--- src/logic/gate_timer_pkg.sv ---
`default_nettype none
package gate_timer_pkg;
    localparam int CLK_HZ         = 100_000_000;
    localparam int CYC_PER_MS     = CLK_HZ / 1000;
    localparam int CYC_PER_NS_DIV = 1_000_000_000 / CLK_HZ;
    // times as printed
    localparam int GUARD_MS       = 50;
    localparam int VALID_MS       = 20;
    localparam int WINDOW_MS      = 30;
    localparam int DEBOUNCE_MS    = 20;
    localparam int READ_MS        = 100;
    localparam int TICK_MS        = 100;
    localparam int MANUAL_MAX_MS  = 10;
    localparam int COMPLETE_NS    = 100;
    // derived cycle counts
    localparam int GUARD_CYC      = GUARD_MS * CYC_PER_MS;
    localparam int VALID_CYC      = VALID_MS * CYC_PER_MS;
    localparam int WINDOW_CYC     = WINDOW_MS * CYC_PER_MS;
    localparam int DEBOUNCE_CYC   = DEBOUNCE_MS * CYC_PER_MS;
    localparam int READ_CYC       = READ_MS * CYC_PER_MS;
    localparam int TICK_CYC       = TICK_MS * CYC_PER_MS;
    localparam int MANUAL_MAX_CYC = MANUAL_MAX_MS * CYC_PER_MS;
    localparam int COMPLETE_CYC   = (COMPLETE_NS + CYC_PER_NS_DIV - 1) / CYC_PER_NS_DIV;
    // interval code: ticks of 100 ms, 1 .. 72000
    localparam int CODE_W         = 17;
    localparam int CODE_MAX       = 72000;
    localparam int CNT_W          = 40;
    localparam int TMR_W          = 24;
    localparam logic GATE_OFF     = 1'b1;

    typedef struct packed {
        logic              done;
        logic [CODE_W-1:0] code;
    } meas_result_t;

    typedef enum logic [2:0] {
        S_HOLD, S_READ, S_GATE, S_OFF, S_IDLE, S_MANUAL
    } state_t;
endpackage
`default_nettype wire

--- src/logic/power_gating_interval_timer.sv ---
`timescale 1ns/10ps
`default_nettype none
module power_gating_interval_timer #(
    parameter int GUARD_CYC    = gate_timer_pkg::GUARD_CYC,
    parameter int VALID_CYC    = gate_timer_pkg::VALID_CYC,
    parameter int WINDOW_CYC   = gate_timer_pkg::WINDOW_CYC,
    parameter int DEBOUNCE_CYC = gate_timer_pkg::DEBOUNCE_CYC,
    parameter int READ_CYC     = gate_timer_pkg::READ_CYC,
    parameter int TICK_CYC     = gate_timer_pkg::TICK_CYC
) (
    input  wire logic                         clk,                    // 100 MHz
    input  wire logic                         rst_n,                  // async reset
    input  wire logic                         ce,                     // freezes state when low
    input  wire logic                         mode_select,            // pin: high timer
    input  wire logic                         task_complete_in,       // pin: completion
    input  wire logic                         interval_set_manual_on, // pin: manual level
    input  wire gate_timer_pkg::meas_result_t meas_result,            // digitizer result
    output logic                              meas_enable,            // analog chain on
    output logic                              gate_drive_n            // supply switch gate
);
    localparam int CW = gate_timer_pkg::CNT_W;
    localparam int TW = gate_timer_pkg::TMR_W;

    // window, debounce and read counters are TW bits wide; a guard as long as a tick leaves no pulse at code 1
    if (GUARD_CYC < 1 || GUARD_CYC >= TICK_CYC || VALID_CYC < 1 || VALID_CYC > WINDOW_CYC ||
        DEBOUNCE_CYC < 1 || READ_CYC < 1 || WINDOW_CYC >= (1 << TW) ||
        READ_CYC >= (1 << TW) || DEBOUNCE_CYC >= (1 << TW)) begin : g_bad_timing
        $error("power_gating_interval_timer: unsupported timing parameters");
    end

    gate_timer_pkg::state_t st_q, st_d;
    logic [2:0]    mode_sy_q;
    logic [2:0]    done_sy_q;
    logic [1:0]    man_sy_q;
    logic          man_s;
    logic          mode_q;
    logic          done_rise;
    logic          done_take;
    logic          man_valid;
    logic          man_ok;
    logic          man_db_q;
    logic          win_act_q;
    logic [TW-1:0] win_q;
    logic [TW-1:0] hi_q;
    logic [TW-1:0] lo_q;
    logic [TW-1:0] rcnt_q;
    logic [CW-1:0] icnt_q, icnt_d;
    logic [CW-1:0] int_cyc_q;
    logic [CW-1:0] on_last;
    logic [CW-1:0] int_last;
    logic          code_ok_q;
    logic          gate_n_q;
    logic          read_end;

    // pins pass two flops; third stage only for the edge detector
    always_ff @(posedge clk or negedge rst_n) begin
        if (!rst_n) begin
            mode_sy_q <= 3'h0;
            done_sy_q <= 3'h0;
            man_sy_q  <= 2'h0;
        end else if (ce) begin
            mode_sy_q <= {mode_sy_q[1:0], mode_select};
            done_sy_q <= {done_sy_q[1:0], task_complete_in};
            man_sy_q  <= {man_sy_q[0], interval_set_manual_on};
        end
    end
    assign man_s = man_sy_q[1];

    // edge, not level; the 100 ns pulse spans many clocks
    assign done_rise = done_sy_q[1] && !done_sy_q[2];
    assign done_take = done_rise && !man_db_q && !man_s;

    always_ff @(posedge clk or negedge rst_n) begin
        if (!rst_n) begin
            win_act_q <= 1'b0;
            win_q     <= '0;
            hi_q      <= '0;
        end else if (ce) begin
            if (!win_act_q) begin
                win_act_q <= man_s && !man_db_q;
                win_q     <= '0;
                hi_q      <= TW'(man_s);
            end else if (win_q == TW'(WINDOW_CYC - 1) || man_valid) begin
                win_act_q <= 1'b0;
            end else begin
                win_q <= win_q + 1'b1;
                hi_q  <= hi_q + TW'(man_s);
            end
        end
    end
    assign man_valid = win_act_q && man_s && !man_db_q && hi_q >= TW'(VALID_CYC - 1);

    // rise needs 20 ms high, fall needs a stable low stretch
    always_ff @(posedge clk or negedge rst_n) begin
        if (!rst_n) begin
            man_db_q <= 1'b0;
            lo_q     <= '0;
        end else if (ce) begin
            if (man_valid) begin
                man_db_q <= 1'b1;
            end else if (man_db_q && !man_s && lo_q == TW'(DEBOUNCE_CYC - 1)) begin
                man_db_q <= 1'b0;
            end
            lo_q <= (man_db_q && !man_s) ? lo_q + 1'b1 : '0;
        end
    end

    // only while gate is high; not during start-up
    assign man_ok = man_valid && gate_n_q &&
                    (st_q == gate_timer_pkg::S_OFF || st_q == gate_timer_pkg::S_IDLE);

    assign read_end = rcnt_q == TW'(READ_CYC - 1);
    assign on_last  = int_cyc_q - CW'(GUARD_CYC) - 1'b1;
    assign int_last = int_cyc_q - 1'b1;

    always_comb begin
        st_d   = st_q;
        icnt_d = icnt_q + 1'b1;
        unique case (st_q)
            gate_timer_pkg::S_HOLD: begin
                if (!man_s) st_d = gate_timer_pkg::S_READ;
            end
            gate_timer_pkg::S_READ: begin
                icnt_d = '0;
                if (man_s) begin
                    st_d = gate_timer_pkg::S_HOLD;
                end else if (read_end && code_ok_q) begin
                    // first pulse starts with the interval
                    st_d = gate_timer_pkg::S_GATE;
                end
            end
            gate_timer_pkg::S_GATE: begin
                // first accepted completion ends the pulse
                // later edges land in off or idle, which ignore them
                if (done_take || icnt_q == on_last) begin
                    st_d = mode_q ? gate_timer_pkg::S_OFF : gate_timer_pkg::S_IDLE;
                end
            end
            gate_timer_pkg::S_OFF: begin
                if (man_ok) begin
                    st_d   = gate_timer_pkg::S_MANUAL;
                    icnt_d = '0;
                end else if (icnt_q == int_last) begin
                    // next falling edge one interval later
                    st_d   = gate_timer_pkg::S_GATE;
                    icnt_d = '0;
                end
            end
            gate_timer_pkg::S_IDLE: begin
                icnt_d = '0;
                if (man_ok) st_d = gate_timer_pkg::S_MANUAL;
            end
            gate_timer_pkg::S_MANUAL: begin
                icnt_d = '0;
                if (!man_db_q) st_d = gate_timer_pkg::S_GATE;
            end
            default: begin
                st_d   = gate_timer_pkg::S_HOLD;
                icnt_d = '0;
            end
        endcase
    end

    // start-up states are never re-entered after the reading
    always_ff @(posedge clk or negedge rst_n) begin
        if (!rst_n) begin
            st_q   <= gate_timer_pkg::S_HOLD;
            icnt_q <= '0;
        end else if (ce) begin
            st_q   <= st_d;
            icnt_q <= icnt_d;
        end
    end

    // reading lasts 100 ms and repeats until a valid code is latched
    always_ff @(posedge clk or negedge rst_n) begin
        if (!rst_n) begin
            rcnt_q <= '0;
        end else if (ce) begin
            rcnt_q <= (st_q == gate_timer_pkg::S_READ && !read_end) ? rcnt_q + 1'b1 : '0;
        end
    end

    // latch code on strobe; zero or out-of-range codes rejected
    always_ff @(posedge clk or negedge rst_n) begin
        if (!rst_n) begin
            int_cyc_q <= '0;
            code_ok_q <= 1'b0;
        end else if (ce) begin
            if (st_q != gate_timer_pkg::S_READ) begin
                code_ok_q <= 1'b0;
            end else if (meas_result.done) begin
                int_cyc_q <= CW'(meas_result.code) * CW'(TICK_CYC);
                code_ok_q <= meas_result.code != '0 &&
                             meas_result.code <= gate_timer_pkg::CODE_W'(gate_timer_pkg::CODE_MAX);
            end
        end
    end

    // mode resampled every reading cycle; the value at the end of the reading is kept
    always_ff @(posedge clk or negedge rst_n) begin
        if (!rst_n) begin
            mode_q <= 1'b0;
        end else if (ce && st_q == gate_timer_pkg::S_READ) begin
            mode_q <= mode_sy_q[1];
        end
    end

    // low only in pulse or manual hold
    always_ff @(posedge clk or negedge rst_n) begin
        if (!rst_n) begin
            gate_n_q <= gate_timer_pkg::GATE_OFF;
        end else if (ce) begin
            gate_n_q <= !(st_d == gate_timer_pkg::S_GATE || st_d == gate_timer_pkg::S_MANUAL);
        end
    end

    assign gate_drive_n = gate_n_q;
    assign meas_enable  = st_q == gate_timer_pkg::S_READ;
endmodule
`default_nettype wire

--- config.mk ---
export PLATFORM = sky130hd
export DESIGN_NAME = power_gating_interval_timer
export DESIGN_NICKNAME = d
export VERILOG_FILES = /design/src/logic/gate_timer_pkg.sv /design/src/logic/power_gating_interval_timer.sv
export SDC_FILE = /design/constraint.sdc
export NUM_CORES = 1
export LEC_CHECK = 0
export ABC_CLOCK_PERIOD_IN_PS = 7610
export BUFFER_PORTS_ARGS = -buffer_cell sky130_fd_sc_hd__clkbuf_2
export CORE_ASPECT_RATIO = 0.7
export CORE_UTILIZATION = 45
export DETAILED_ROUTE_END_ITERATION = 10
export PLACE_DENSITY_LB_ADDON = 0.1
export SLEW_MARGIN = 5
export SYNTH_ARGS = -nofsm -noshare
export SYNTH_HDL_FRONTEND = slang
export SYNTH_SLANG_ARGS = --single-unit
--- constraint.sdc ---
create_clock -name clk -period 7.61 [get_ports clk]
set_input_delay 1.522 -clock clk [delete_from_list [all_inputs] [get_ports clk]]
set_output_delay 1.522 -clock clk [all_outputs]
set_load 0.02 [all_outputs]
# After elaboration in Yosys (flattened, before gate mapping)
# Index checks and enable logic that the tools add are counted.
word_totals:
  inputBits: 24
  out_inout_bits: 2
  mem_count: 0
  mem_bits_ro: 0
  latch_bits: 0
  register_bits: 184
  word_cells: 99
  mem_bits_rw: 0
op_classes:
  addsub: 8
  shift: 0
  mux: 25
  n_lt_le_gt_ge: 2
  eq_ne: 14
  n_div: 0
  multipliers: 1
  bitwise_logic: 1
  n_reduce_logical: 33
op_table:
  columns: ["operator", "count"]
  rows:
  - ["two-way mux 24 bit", 6]
  - ["== test 40 bit", 2]
  - ["two-way mux 40 bit", 2]
  - ["one-hot mux 40 bit (2 select lines)", 1]
  - ["subtractor 40 x 1 -> 40 bit, second input constant", 2]
  - ["adder 24 x 1 -> 24 bit, second input constant", 3]
  - ["adder 40 x 1 -> 40 bit, second input constant", 1]
  - ["subtractor 40 x 23 -> 40 bit, second input constant", 1]
  - ["multiplier 17 x 17 -> 33 bit, second input constant", 1]
  - ["two-way mux 3 bit", 9]
  - ["adder 24 x 1 -> 24 bit", 1]
  - ["== test 24 x 21 -> 1 bit, second input constant", 1]
  - ["== test 24 x 22 -> 1 bit, second input constant", 1]
  - ["== test 24 bit, second input constant", 1]
  - ["greater-or-equal comparator 24 x 21 -> 1 bit, second input constant", 1]
  - ["one-hot mux 3 bit (6 select lines)", 1]
  - ["<= comparator 17 bit, second input constant", 1]
  - ["nonzero test 17 bit", 1]
  - ["logical AND 1 bit", 15]
  - ["== test 3 x 2 -> 1 bit, second input constant", 3]
  - ["== test 3 bit, second input constant", 3]
  - ["two-way mux 1 bit", 6]
  - ["AND reduction 2 bit", 3]
  - ["zero test 1 bit", 5]
  - ["other kinds (9)", 13]

# Depth between registers and ports, before layout
# Gate-level depths: netlist of run 1.
logic_depth:
  depth_word: 10
  mapped_depth: 23
  mapped_depth_nobuf: 23

# Worst setup path before layout of run 1
# Ideal clock, no wire load.
synth_timing:
  path_type: "in2reg"
  start: "in meas_result[4] (netlist name)"
  end: "reg int_cyc_q[37]"
  required_ns: 7.515
  arrival_ns: 6.555
  cell_stages: 22
  path_slack_ns: 0.960
  n_path_buf: 0
  cell_sequence: "inv_1 > ha_1 > ha_1 > inv_1 > fa_1 > inv_1 > fa_1 > fa_1 > inv_1 > fa_1 > inv_1 > ha_1 > a21o_1 > a21oi_1 > nor3b_1 > nand4b_1 > nand3_1 > a21oi_1 > o311ai_0 > a21boi_0 > o21a_1 > o31ai_1"
synth_between:
  elab_chain_len: 1
synth_rtl:
  columns: ["item", "line_no", "source"]
  rows:
  - ["start: declaration", "power_gating_interval_timer.sv:17", "input wire gate_timer_pkg::meas_result_t meas_result,"]
  - ["multiplier 17 x 17 -> 33 bit", "power_gating_interval_timer.sv:193", "int_cyc_q <= CW'(meas_result.code) * CW'(TICK_CYC);"]
  - ["end signal: assignment", "power_gating_interval_timer.sv:193", null]
  - ["end: declaration", "power_gating_interval_timer.sv:48", "logic [CW-1:0] int_cyc_q;"]
# No other way between the ends.
# A chain may end at the register's enable or synchronous reset.

# Worst setup path in the final report of run 1
# Same ends and word-level chain as after synthesis.

==> results of run 1 <==
[final timing paths]
kind	to	slack (ns)
min in group asynchronous	icnt_q[36]$_DFFE_PN0P_	1.05
worst max register to register	icnt_q[34]$_DFFE_PN0P_	3.54
worst min register to register	man_sy_q[1]$_DFFE_PN0P_	0.51
worst max-delay path	int_cyc_q[37]$_DFFE_PN0P_	0.74
worst min-delay path	man_sy_q[1]$_DFFE_PN0P_	0.51
max in group asynchronous	st_q[1]$_DFFE_PN0P_	5.35
[power by group]
part	total (mW)	switching, mW	internal, mW
Sequential	1.35	0.267	1.08
Combinational	3.00	1.73	1.27
Clock	0.950	0.445	0.505
Total	5.30	2.44	2.86
[sequential cells by signal, indices dropped and copies added (netlist names)]
signal        flops
icnt_q           40
int_cyc_q        33
win_q            24
mode_sy_q         2
code_ok_q         1
gate_drive_n      1
rcnt_q           24
st_q              3
man_sy_q          2
win_act_q         1
man_db_q          1
mode_q            1
lo_q             24
hi_q             24
done_sy_q         3
[layout make-up]
type | count | share of cell area
clock buffers | 17 | 0.0244
clock inverters | 15 | 0.0118
inverters | 232 | 0.0500
multi-input cells | 1352 | 0.605
flip-flops and latches | 184 | 0.264
well taps | 472 | 0.0339
repair buffers | 33 | 0.0111
[placed cells by master, fill, tap and decap left out, types with 13 or more instances in the layout]
master     instances
nor4_1            25
and4_1            13
clkbuf_16         17
nor2_1           190
a21oi_1           49
nor3_1            42
clkbuf_2          24
nand2b_1          14
xnor2_1           98
ha_1             184
nand2_1          126
o21ai_0           66
xor2_1           100
nand4_1           40
a21o_1            22
fa_1              73
and3_1            35
dfrtp_1          183
mux2_2            17
nand3_1           78
inv_1            232
or3_1             14
[cell families (layout without fill, tap and decap cells)]
| family | after synthesis | in the layout | share of synthesized area |
|---|---|---|---|
| compound gates | 239 | 239 | 0.0971 |
| simple gates | 633 | 633 | 0.195 |
| mux | 25 | 25 | 0.0167 |
| xor+xnor | 198 | 198 | 0.107 |
| buf+inv | 293 | 297 | 0.0707 |
| flops | 184 | 184 | 0.283 |
| fa+ha+maj | 257 | 257 | 0.231 |
[per-layer routing]
layer,vias to the layer above,part of all wire
met4,0,0.013
met2,237,0.38
li1,6163,-
met5,-,0
met3,34,0.039
met1,5855,0.57
[through the flow]
step | util | std cells | cell area, sq um | hold WS, ns | total power [mW]
floorplan | - | 1829 | 16300 | 0.466 | 3.65
global placement | 0.478 | 2273 | 16800 | 0.482 | 4.33
detailed placement | 0.478 | 2273 | 16800 | 0.492 | 4.34
CTS | 0.496 | 2305 | 17400 | 0.512 | 5.33
global route | 0.496 | 2305 | 17400 | 0.530 | 5.84
finish | 0.496 | 2305 | 17400 | 0.510 | 5.30
==> out/results.tsv, run 1 <==
stage	metric	value	unit
outcome	outcome	finished clean	
final_layout	area_growth	7.05	%
logic_synthesis	yosysSeqAreaShare	0.283	
setup_path	path_cells	clkbuf_2, inv_1, ha_1, ha_1, inv_1, fa_1, inv_1, fa_1, fa_1, inv_1, fa_1, inv_1, ha_1, a21o_1, a21oi_1, nor3b_1, nand4b_1, nand3_1, a21oi_1, o311ai_0, a21boi_0, o21a_1, o31ai_1	
placement	hpwl	30000	um
clock_tree	post_cts_buffers	0	
setup_path	crit-reg2reg-launch	int_cyc_q[7]$_DFFE_PN0P_	
final_layout	layout.nets	2101	
setup_path	crit_path_max_incr_delay	0.56	ns
routing	ant_nets	0	
placement	pre_cts_ws	0.268	ns
setup_path	start_kind	primary input	
final_layout	multiInputGateArea	0.0105	sq mm
logic_synthesis	synthTopCellsByCount	232 x inv_1, 191 x nor2_1, 184 x ha_1	
logic_synthesis	synth_edf_count	0	
timing	setup_viol	0	
die	die_x	229	um
run	maxCapViolCount	0	
timing	max_slew_margin	0.180	
setup_path	cp_common_cell	inv_1	
die	die_area	0.0370	sq mm
placement	gp_congestion	0.928	
routing	num_vias	12289	
timing	final.setup.worst_slack	0.742	ns
logic_synthesis	synth_top_cell_by_area	dfrtp_1	
clock_tree	clk_path_buf_depth	2	
timing	rsz0062_at_grt	false	
logic_synthesis	syn_nets	2110	
routing	via_per_inst	5.33	
logic_synthesis	yosysMostFrequentCell	inv_1	
logic_synthesis	async_flop_share	1.00	
timing	hold_viol	0	
setup_path	crit_family	adder cells	
setup_path	critPathBufInv	6	
setup_path	reg2reg_depth	12	
grt	grt_pass1_vias	11904	
logic_synthesis	ys_warn_count	0	
logic_synthesis	ys_ff_latch	184	
clock_tree	cts_resized	0	
setup_path	cp.required	7.97	ns
worst_hold_path	min_path_type	flip-flop to flip-flop	
grt	grt_max_degree	65	
logic_synthesis	synth_cells	1829	
logic_synthesis	synthTopCellsByArea	dfrtp_1 28%, ha_1 14%, fa_1 9.0%	
final_layout	nFillCells	3321	
grt	met2_usage	0.285	
clock_tree	tritoncts	yes	
final_layout	regArea	0.00461	sq mm
grt	overflow	0	
clock_tree	numCtsBuffers	17	
timing	worstMarginPinSlew	1.23	ns
logic_synthesis	synth_cell_type_count	76	
setup_path	path_depth	23	
timing	final.period_utilization	0.902	
grt	antenna_found_initial	0	
worst_hold_path	hold_depth	1	
clock_tree	cts_hold_buf	0	
timing	max_freq	0.146	GHz
setup_path	worstPathArrival	7.23	ns
grt	grt_pass1_wl	63800	um
timing	period_needed	6.87	ns
setup_path	cp-startpoint	meas_result[4]	
grt	grt-busiest-layer	met1	
clock_tree	h-tree-depth	4	
die	initial_core_util	0.463	
clock_tree	clock-sinks	184	
die	core_area	0.0352	sq mm
setup_path	crit_type	primary input to flip-flop	
routing	routed_wl	38400	um
routing	dr.pass1.iters	5	
timing	maxSlewViolCount	0	
setup_path	cp_max_fo	7	
placement	portBuffers	25	
setup_path	end_kind	flip-flop	
routing	drt_iter0_drc	989	
timing	clock-skew-final	0.0196	ns
grt	grt.met3_usage	0.0284	
final_layout	drive_above_1_share	0.0578	
grt	track_usage	0.215	
die	rows	57	
timing	setup_tns	0	ns
clock_tree	clk_latency	0.45	ns
final_layout	n_antenna_cell	0	
die	io_pins	26	
power	power.density	304	mW/mm^2
power	power.leakage	8.24	nW
clock_tree	cts-root-buf	clkbuf_16	
grt	use_met1	0.361	
clock_tree	clk_pin_slew	0.08	ns
power	ir_worst_vdd	0.191	mV
setup_path	critPathSlowestCell	fa_1	
logic_synthesis	ys_dominant_reg_cell	dfrtp_1	
die	fp.dieH	161	um
routing	avgRoutedWirePerCell	16.6	um
worst_hold_path	hold_path_startpoint	man_sy_q[0]$_DFFE_PN0P_	
logic_synthesis	syn_area	0.0163	sq mm
logic_synthesis	synth_top_cell_area_share	0.281	
logic_synthesis	syn_area_per_cell	8.90	sq um
routing	drc	0	
No activity file was read; power rests on OpenSTA's default activity.
==> run 2: changes to the inputs <==
--- a/config.mk
+++ b/config.mk
@@ -6,4 +6,5 @@
 export NUM_CORES = 1
 export LEC_CHECK = 0
+export ABC_AREA = 1
 export ABC_CLOCK_PERIOD_IN_PS = 7610
 export BUFFER_PORTS_ARGS = -buffer_cell sky130_fd_sc_hd__clkbuf_2
==> constraint.sdc (replaced) <==
create_clock -name clk -period 7.61 [get_ports clk]
set_input_delay 1.522 -clock clk [delete_from_list [all_inputs] [get_ports clk]]
set_output_delay 1.522 -clock clk [all_outputs]
set_load 0.01 [all_outputs]
==> run 2 against run 1 <==
  * Area after synthesis grew 10%
  * Clock power shrank 0.6%
  * Cell count is 31% higher
  * Die area grew 10%
  * Clock skew fell by 0.0040 ns
  * Largest cell class unchanged
==> out/results.tsv, run 2 <==
stage	metric	value	unit	change
final_layout	mostFrequentLayoutCells	503 x nand2_1, 465 x inv_1, 237 x nor2_1, 184 x ha_1, 183 x dfrtp_1		
final_layout	largest_reg_flops	40		unchanged
setup_path	crit_family	adder cells		
logic_synthesis	syn_area_per_cell	7.25	sq um	-19%
clock_tree	cts_resized	0		unchanged
timing	setup_viol	0		unchanged
logic_synthesis	muxShareOfSynthArea	0		-0.0167
grt	grt_pass1_wl	81000	um	+27%
logic_synthesis	synth-compound-area-share	0.0817		-0.0155
logic_synthesis	async_flop_share	1.00		unchanged
setup_path	path_depth	23		unchanged
timing	maxSlewViolCount	0		unchanged
power	power.density	314	mW/mm^2	+3.2%
logic_synthesis	synth_top_family_by_area	simple AND/OR/NAND/NOR gates		
grt	grt_pass1_vias	14831		+25%
run	maxCapViolCount	0		unchanged
setup_path	worstPathArrival	6.66	ns	-0.57 ns
logic_synthesis	synth-simple-area-share	0.290		+0.0953
setup_path	critPathBufInv	8		+2
placement	hpwl	40400	um	+35%
logic_synthesis	ys_ff_latch	184		unchanged
setup_path	reg2reg_depth	16		+4
timing	period_needed	6.32	ns	-0.549 ns
routing	drt_iter0_drc	1275		+29%
clock_tree	clk_pin_slew	0.07	ns	about the same
grt	antenna_found_initial	0		unchanged
setup_path	start_kind	primary input		
logic_synthesis	synth_top_cell_by_area	dfrtp_1		
final_layout	area_growth	6.85	%	
die	core_area	0.0389	sq mm	+11%
routing	dr.pass1.iters	5		unchanged
timing	worstMarginPinSlew	1.03	ns	-0.198 ns
timing	hold_viol	0		unchanged
clock_tree	cts-root-buf	clkbuf_16		
timing	clock-skew-final	0.0156	ns	-0.00399 ns
timing	final.period_utilization	0.830		-0.0721
logic_synthesis	synthTopCellsByCount	503 x nand2_1, 465 x inv_1, 238 x nor2_1		
power	ir_worst_vdd	0.239	mV	+25%
worst_hold_path	min_path_type	flip-flop to flip-flop		
routing	drc	0		unchanged
clock_tree	h-tree-depth	4		unchanged
power	power.leakage	9.67	nW	+17%
timing	rsz0062_at_grt	false		
clock_tree	clk_latency	0.46	ns	about the same
logic_synthesis	synth_top_cell_area_share	0.255		-0.0261
logic_synthesis	synth_cells	2476		+35%
die	rows	60		+5.3%
routing	ant_nets	0		unchanged
die	die_area	0.0407	sq mm	+10%
final_layout	n_antenna_cell	0		unchanged
outcome	outcome	finished clean		
setup_path	cp.required	7.95	ns	-0.02 ns
grt	track_usage	0.255		+0.0397
logic_synthesis	synthAdderAreaFrac	0.210		-0.0214
setup_path	crit_path_max_incr_delay	0.58	ns	+0.02 ns
die	fp.dieH	169	um	+4.9%
logic_synthesis	yosysSeqAreaShare	0.257		-0.0262
setup_path	cp_max_fo	7		unchanged
grt	grt_max_degree	69		+6.2%
worst_hold_path	hold_depth	2		+1
setup_path	path_cells	clkbuf_2, inv_1, ha_1, inv_1, ha_1, fa_1, inv_1, fa_1, inv_1, fa_1, inv_1, fa_1, inv_1, ha_1, a21oi_1, inv_1, a21oi_1, o21ai_0, a221oi_1, o21ai_0, or2_2, nand3_1, nand2_1		
clock_tree	clk_path_buf_depth	2		unchanged
routing	num_vias	15711		+28%
logic_synthesis	synth_cell_type_count	59		-22%
final_layout	mostFrequentLayoutCell	nand2_1		
final_layout	nFillCells	3950		+19%
setup_path	cp_common_cell	inv_1		
clock_tree	post_cts_buffers	0		unchanged
setup_path	rrSetupSlack	3.74	ns	+0.20 ns
die	die_x	241	um	+4.9%
clock_tree	tritoncts	yes		
final_layout	layout.nets	2765		+32%
setup_path	end_kind	flip-flop		
logic_synthesis	synth_edf_count	0		unchanged
placement	place_inst	2992		+32%
clock_tree	cts_hold_buf	0		unchanged
logic_synthesis	synthTopCellsByArea	dfrtp_1 26%, ha_1 13%, nand2_1 11%		
logic_synthesis	syn_nets	2757		+31%
routing	routed_wl	49600	um	+29%
final_layout	drive_above_1_share	0.0605		+0.00264
setup_path	crit_type	primary input to flip-flop		
timing	max_freq	0.158	GHz	+8.7%
logic_synthesis	yosysMostFrequentCell	nand2_1		
routing	avgRoutedWirePerCell	16.4	um	-1.5%
timing	setup_tns	0	ns	unchanged
setup_path	critPathSlowestCell	fa_1		
die	initial_core_util	0.461		-0.00159
logic_synthesis	syn_area	0.0179	sq mm	+10%
logic_synthesis	ys_warn_count	0		unchanged
routing	via_per_inst	5.20		-2.6%
logic_synthesis	synth-xor-area-share	0.0471		-0.0594
logic_synthesis	ys_dominant_reg_cell	dfrtp_1		
timing	max_slew_margin	0.310		+0.130
die	io_pins	26		unchanged
placement	portBuffers	25		unchanged
placement	gp_congestion	0.946		+2.0%
final_layout	registers.top_by_ff_count	icnt_q		
clock_tree	numCtsBuffers	17		unchanged
final_layout	largestRegisters	icnt_q x40, int_cyc_q x33		
power	total_power	6.02	mW	+14%
clock_tree	clock-sinks	184		unchanged
final_layout	finalNonFillerCells	3024		+31%
grt	overflow	0		unchanged
## run 2: cell count changes after synthesis, moves of 35 or more
cell	change
xnor2_1	-68
nand2_1	+377
nor2_1	+47
nand3_1	+87
xor2_1	-36
inv_1	+233
a21oi_1	+46
o21ai_0	+35
## run 2: path summary, 6_finish.rpt
path | endpoint | from
setup / recovery | int_cyc_q[38]$_DFFE_PN0P_ | meas_result[7]
hold / removal | man_sy_q[0]$_DFFE_PN0P_ | man_sy_q[0]$_DFFE_PN0P_
setup reg to reg | icnt_q[15]$_DFFE_PN0P_ | int_cyc_q[16]$_DFFE_PN0P_
hold reg to reg | man_sy_q[0]$_DFFE_PN0P_ | man_sy_q[0]$_DFFE_PN0P_
max in group asynchronous | icnt_q[5]$_DFFE_PN0P_ | rst_n
min in group asynchronous | icnt_q[31]$_DFFE_PN0P_ | rst_n
## run 2: through the flow
step                      setup WS, ns  hold WS [ns]  area (sq um)  utilization
final                             1.29         0.477         19200        0.493
after global routing             0.993         0.504         19200        0.493
after CTS                         1.35         0.481         19200        0.493
after detailed placement         0.919         0.463         18600        0.477
after global placement           0.965         0.464         18600        0.477
after floorplan                   1.51         0.442         17900            -
## run 2: final cells by class
cell class | instances | area [sq um] | area share
Clock buffer | 18 | 439 | 0.0229
Clock inverter | 14 | 171 | 0.00894
Inverter | 491 | 1840 | 0.0961
Multi-Input combinational cell | 1760 | 11300 | 0.588
Sequential cell | 184 | 4610 | 0.240
Tap cell | 527 | 659 | 0.0344
Timing Repair Buffer | 30 | 171 | 0.00894
## run 2: cell families after synthesis
| kind of cell | Yosys count |
|---|---|
| buffers and inverters | 532 |
| XOR/XNOR | 95 |
| flip-flops | 184 |
| adder cells (fa/ha/maj) | 257 |
| AND/OR/NAND/NOR | 1146 |
| AO/OA/AOI/OAI | 262 |
## run 2: layer usage
metal / vias to the layer above / wire [um] / share of wire / global-route usage
li1: 7928 / - / - / -
met5: - / 0 / 0 / 0
met2: 439 / 18200 / 0.37 / 0.327
met3: 34 / 3610 / 0.073 / 0.0563
met1: 7310 / 27200 / 0.55 / 0.424
met4: 0 / 501 / 0.010 / 0.0413
## run 2: tightest hold or removal path, cell delays in order (launching register included)
cell and delay (ns):
dfrtp_1 0.35, nand2_1 0.05, nand2_1 0.04
## run 2: power by group
group	switching [mW]	internal [mW]	total [mW]
combinational	2.40	1.32	3.72
clock	0.461	0.482	0.944
sequential	0.253	1.10	1.36
total	3.11	2.91	6.02
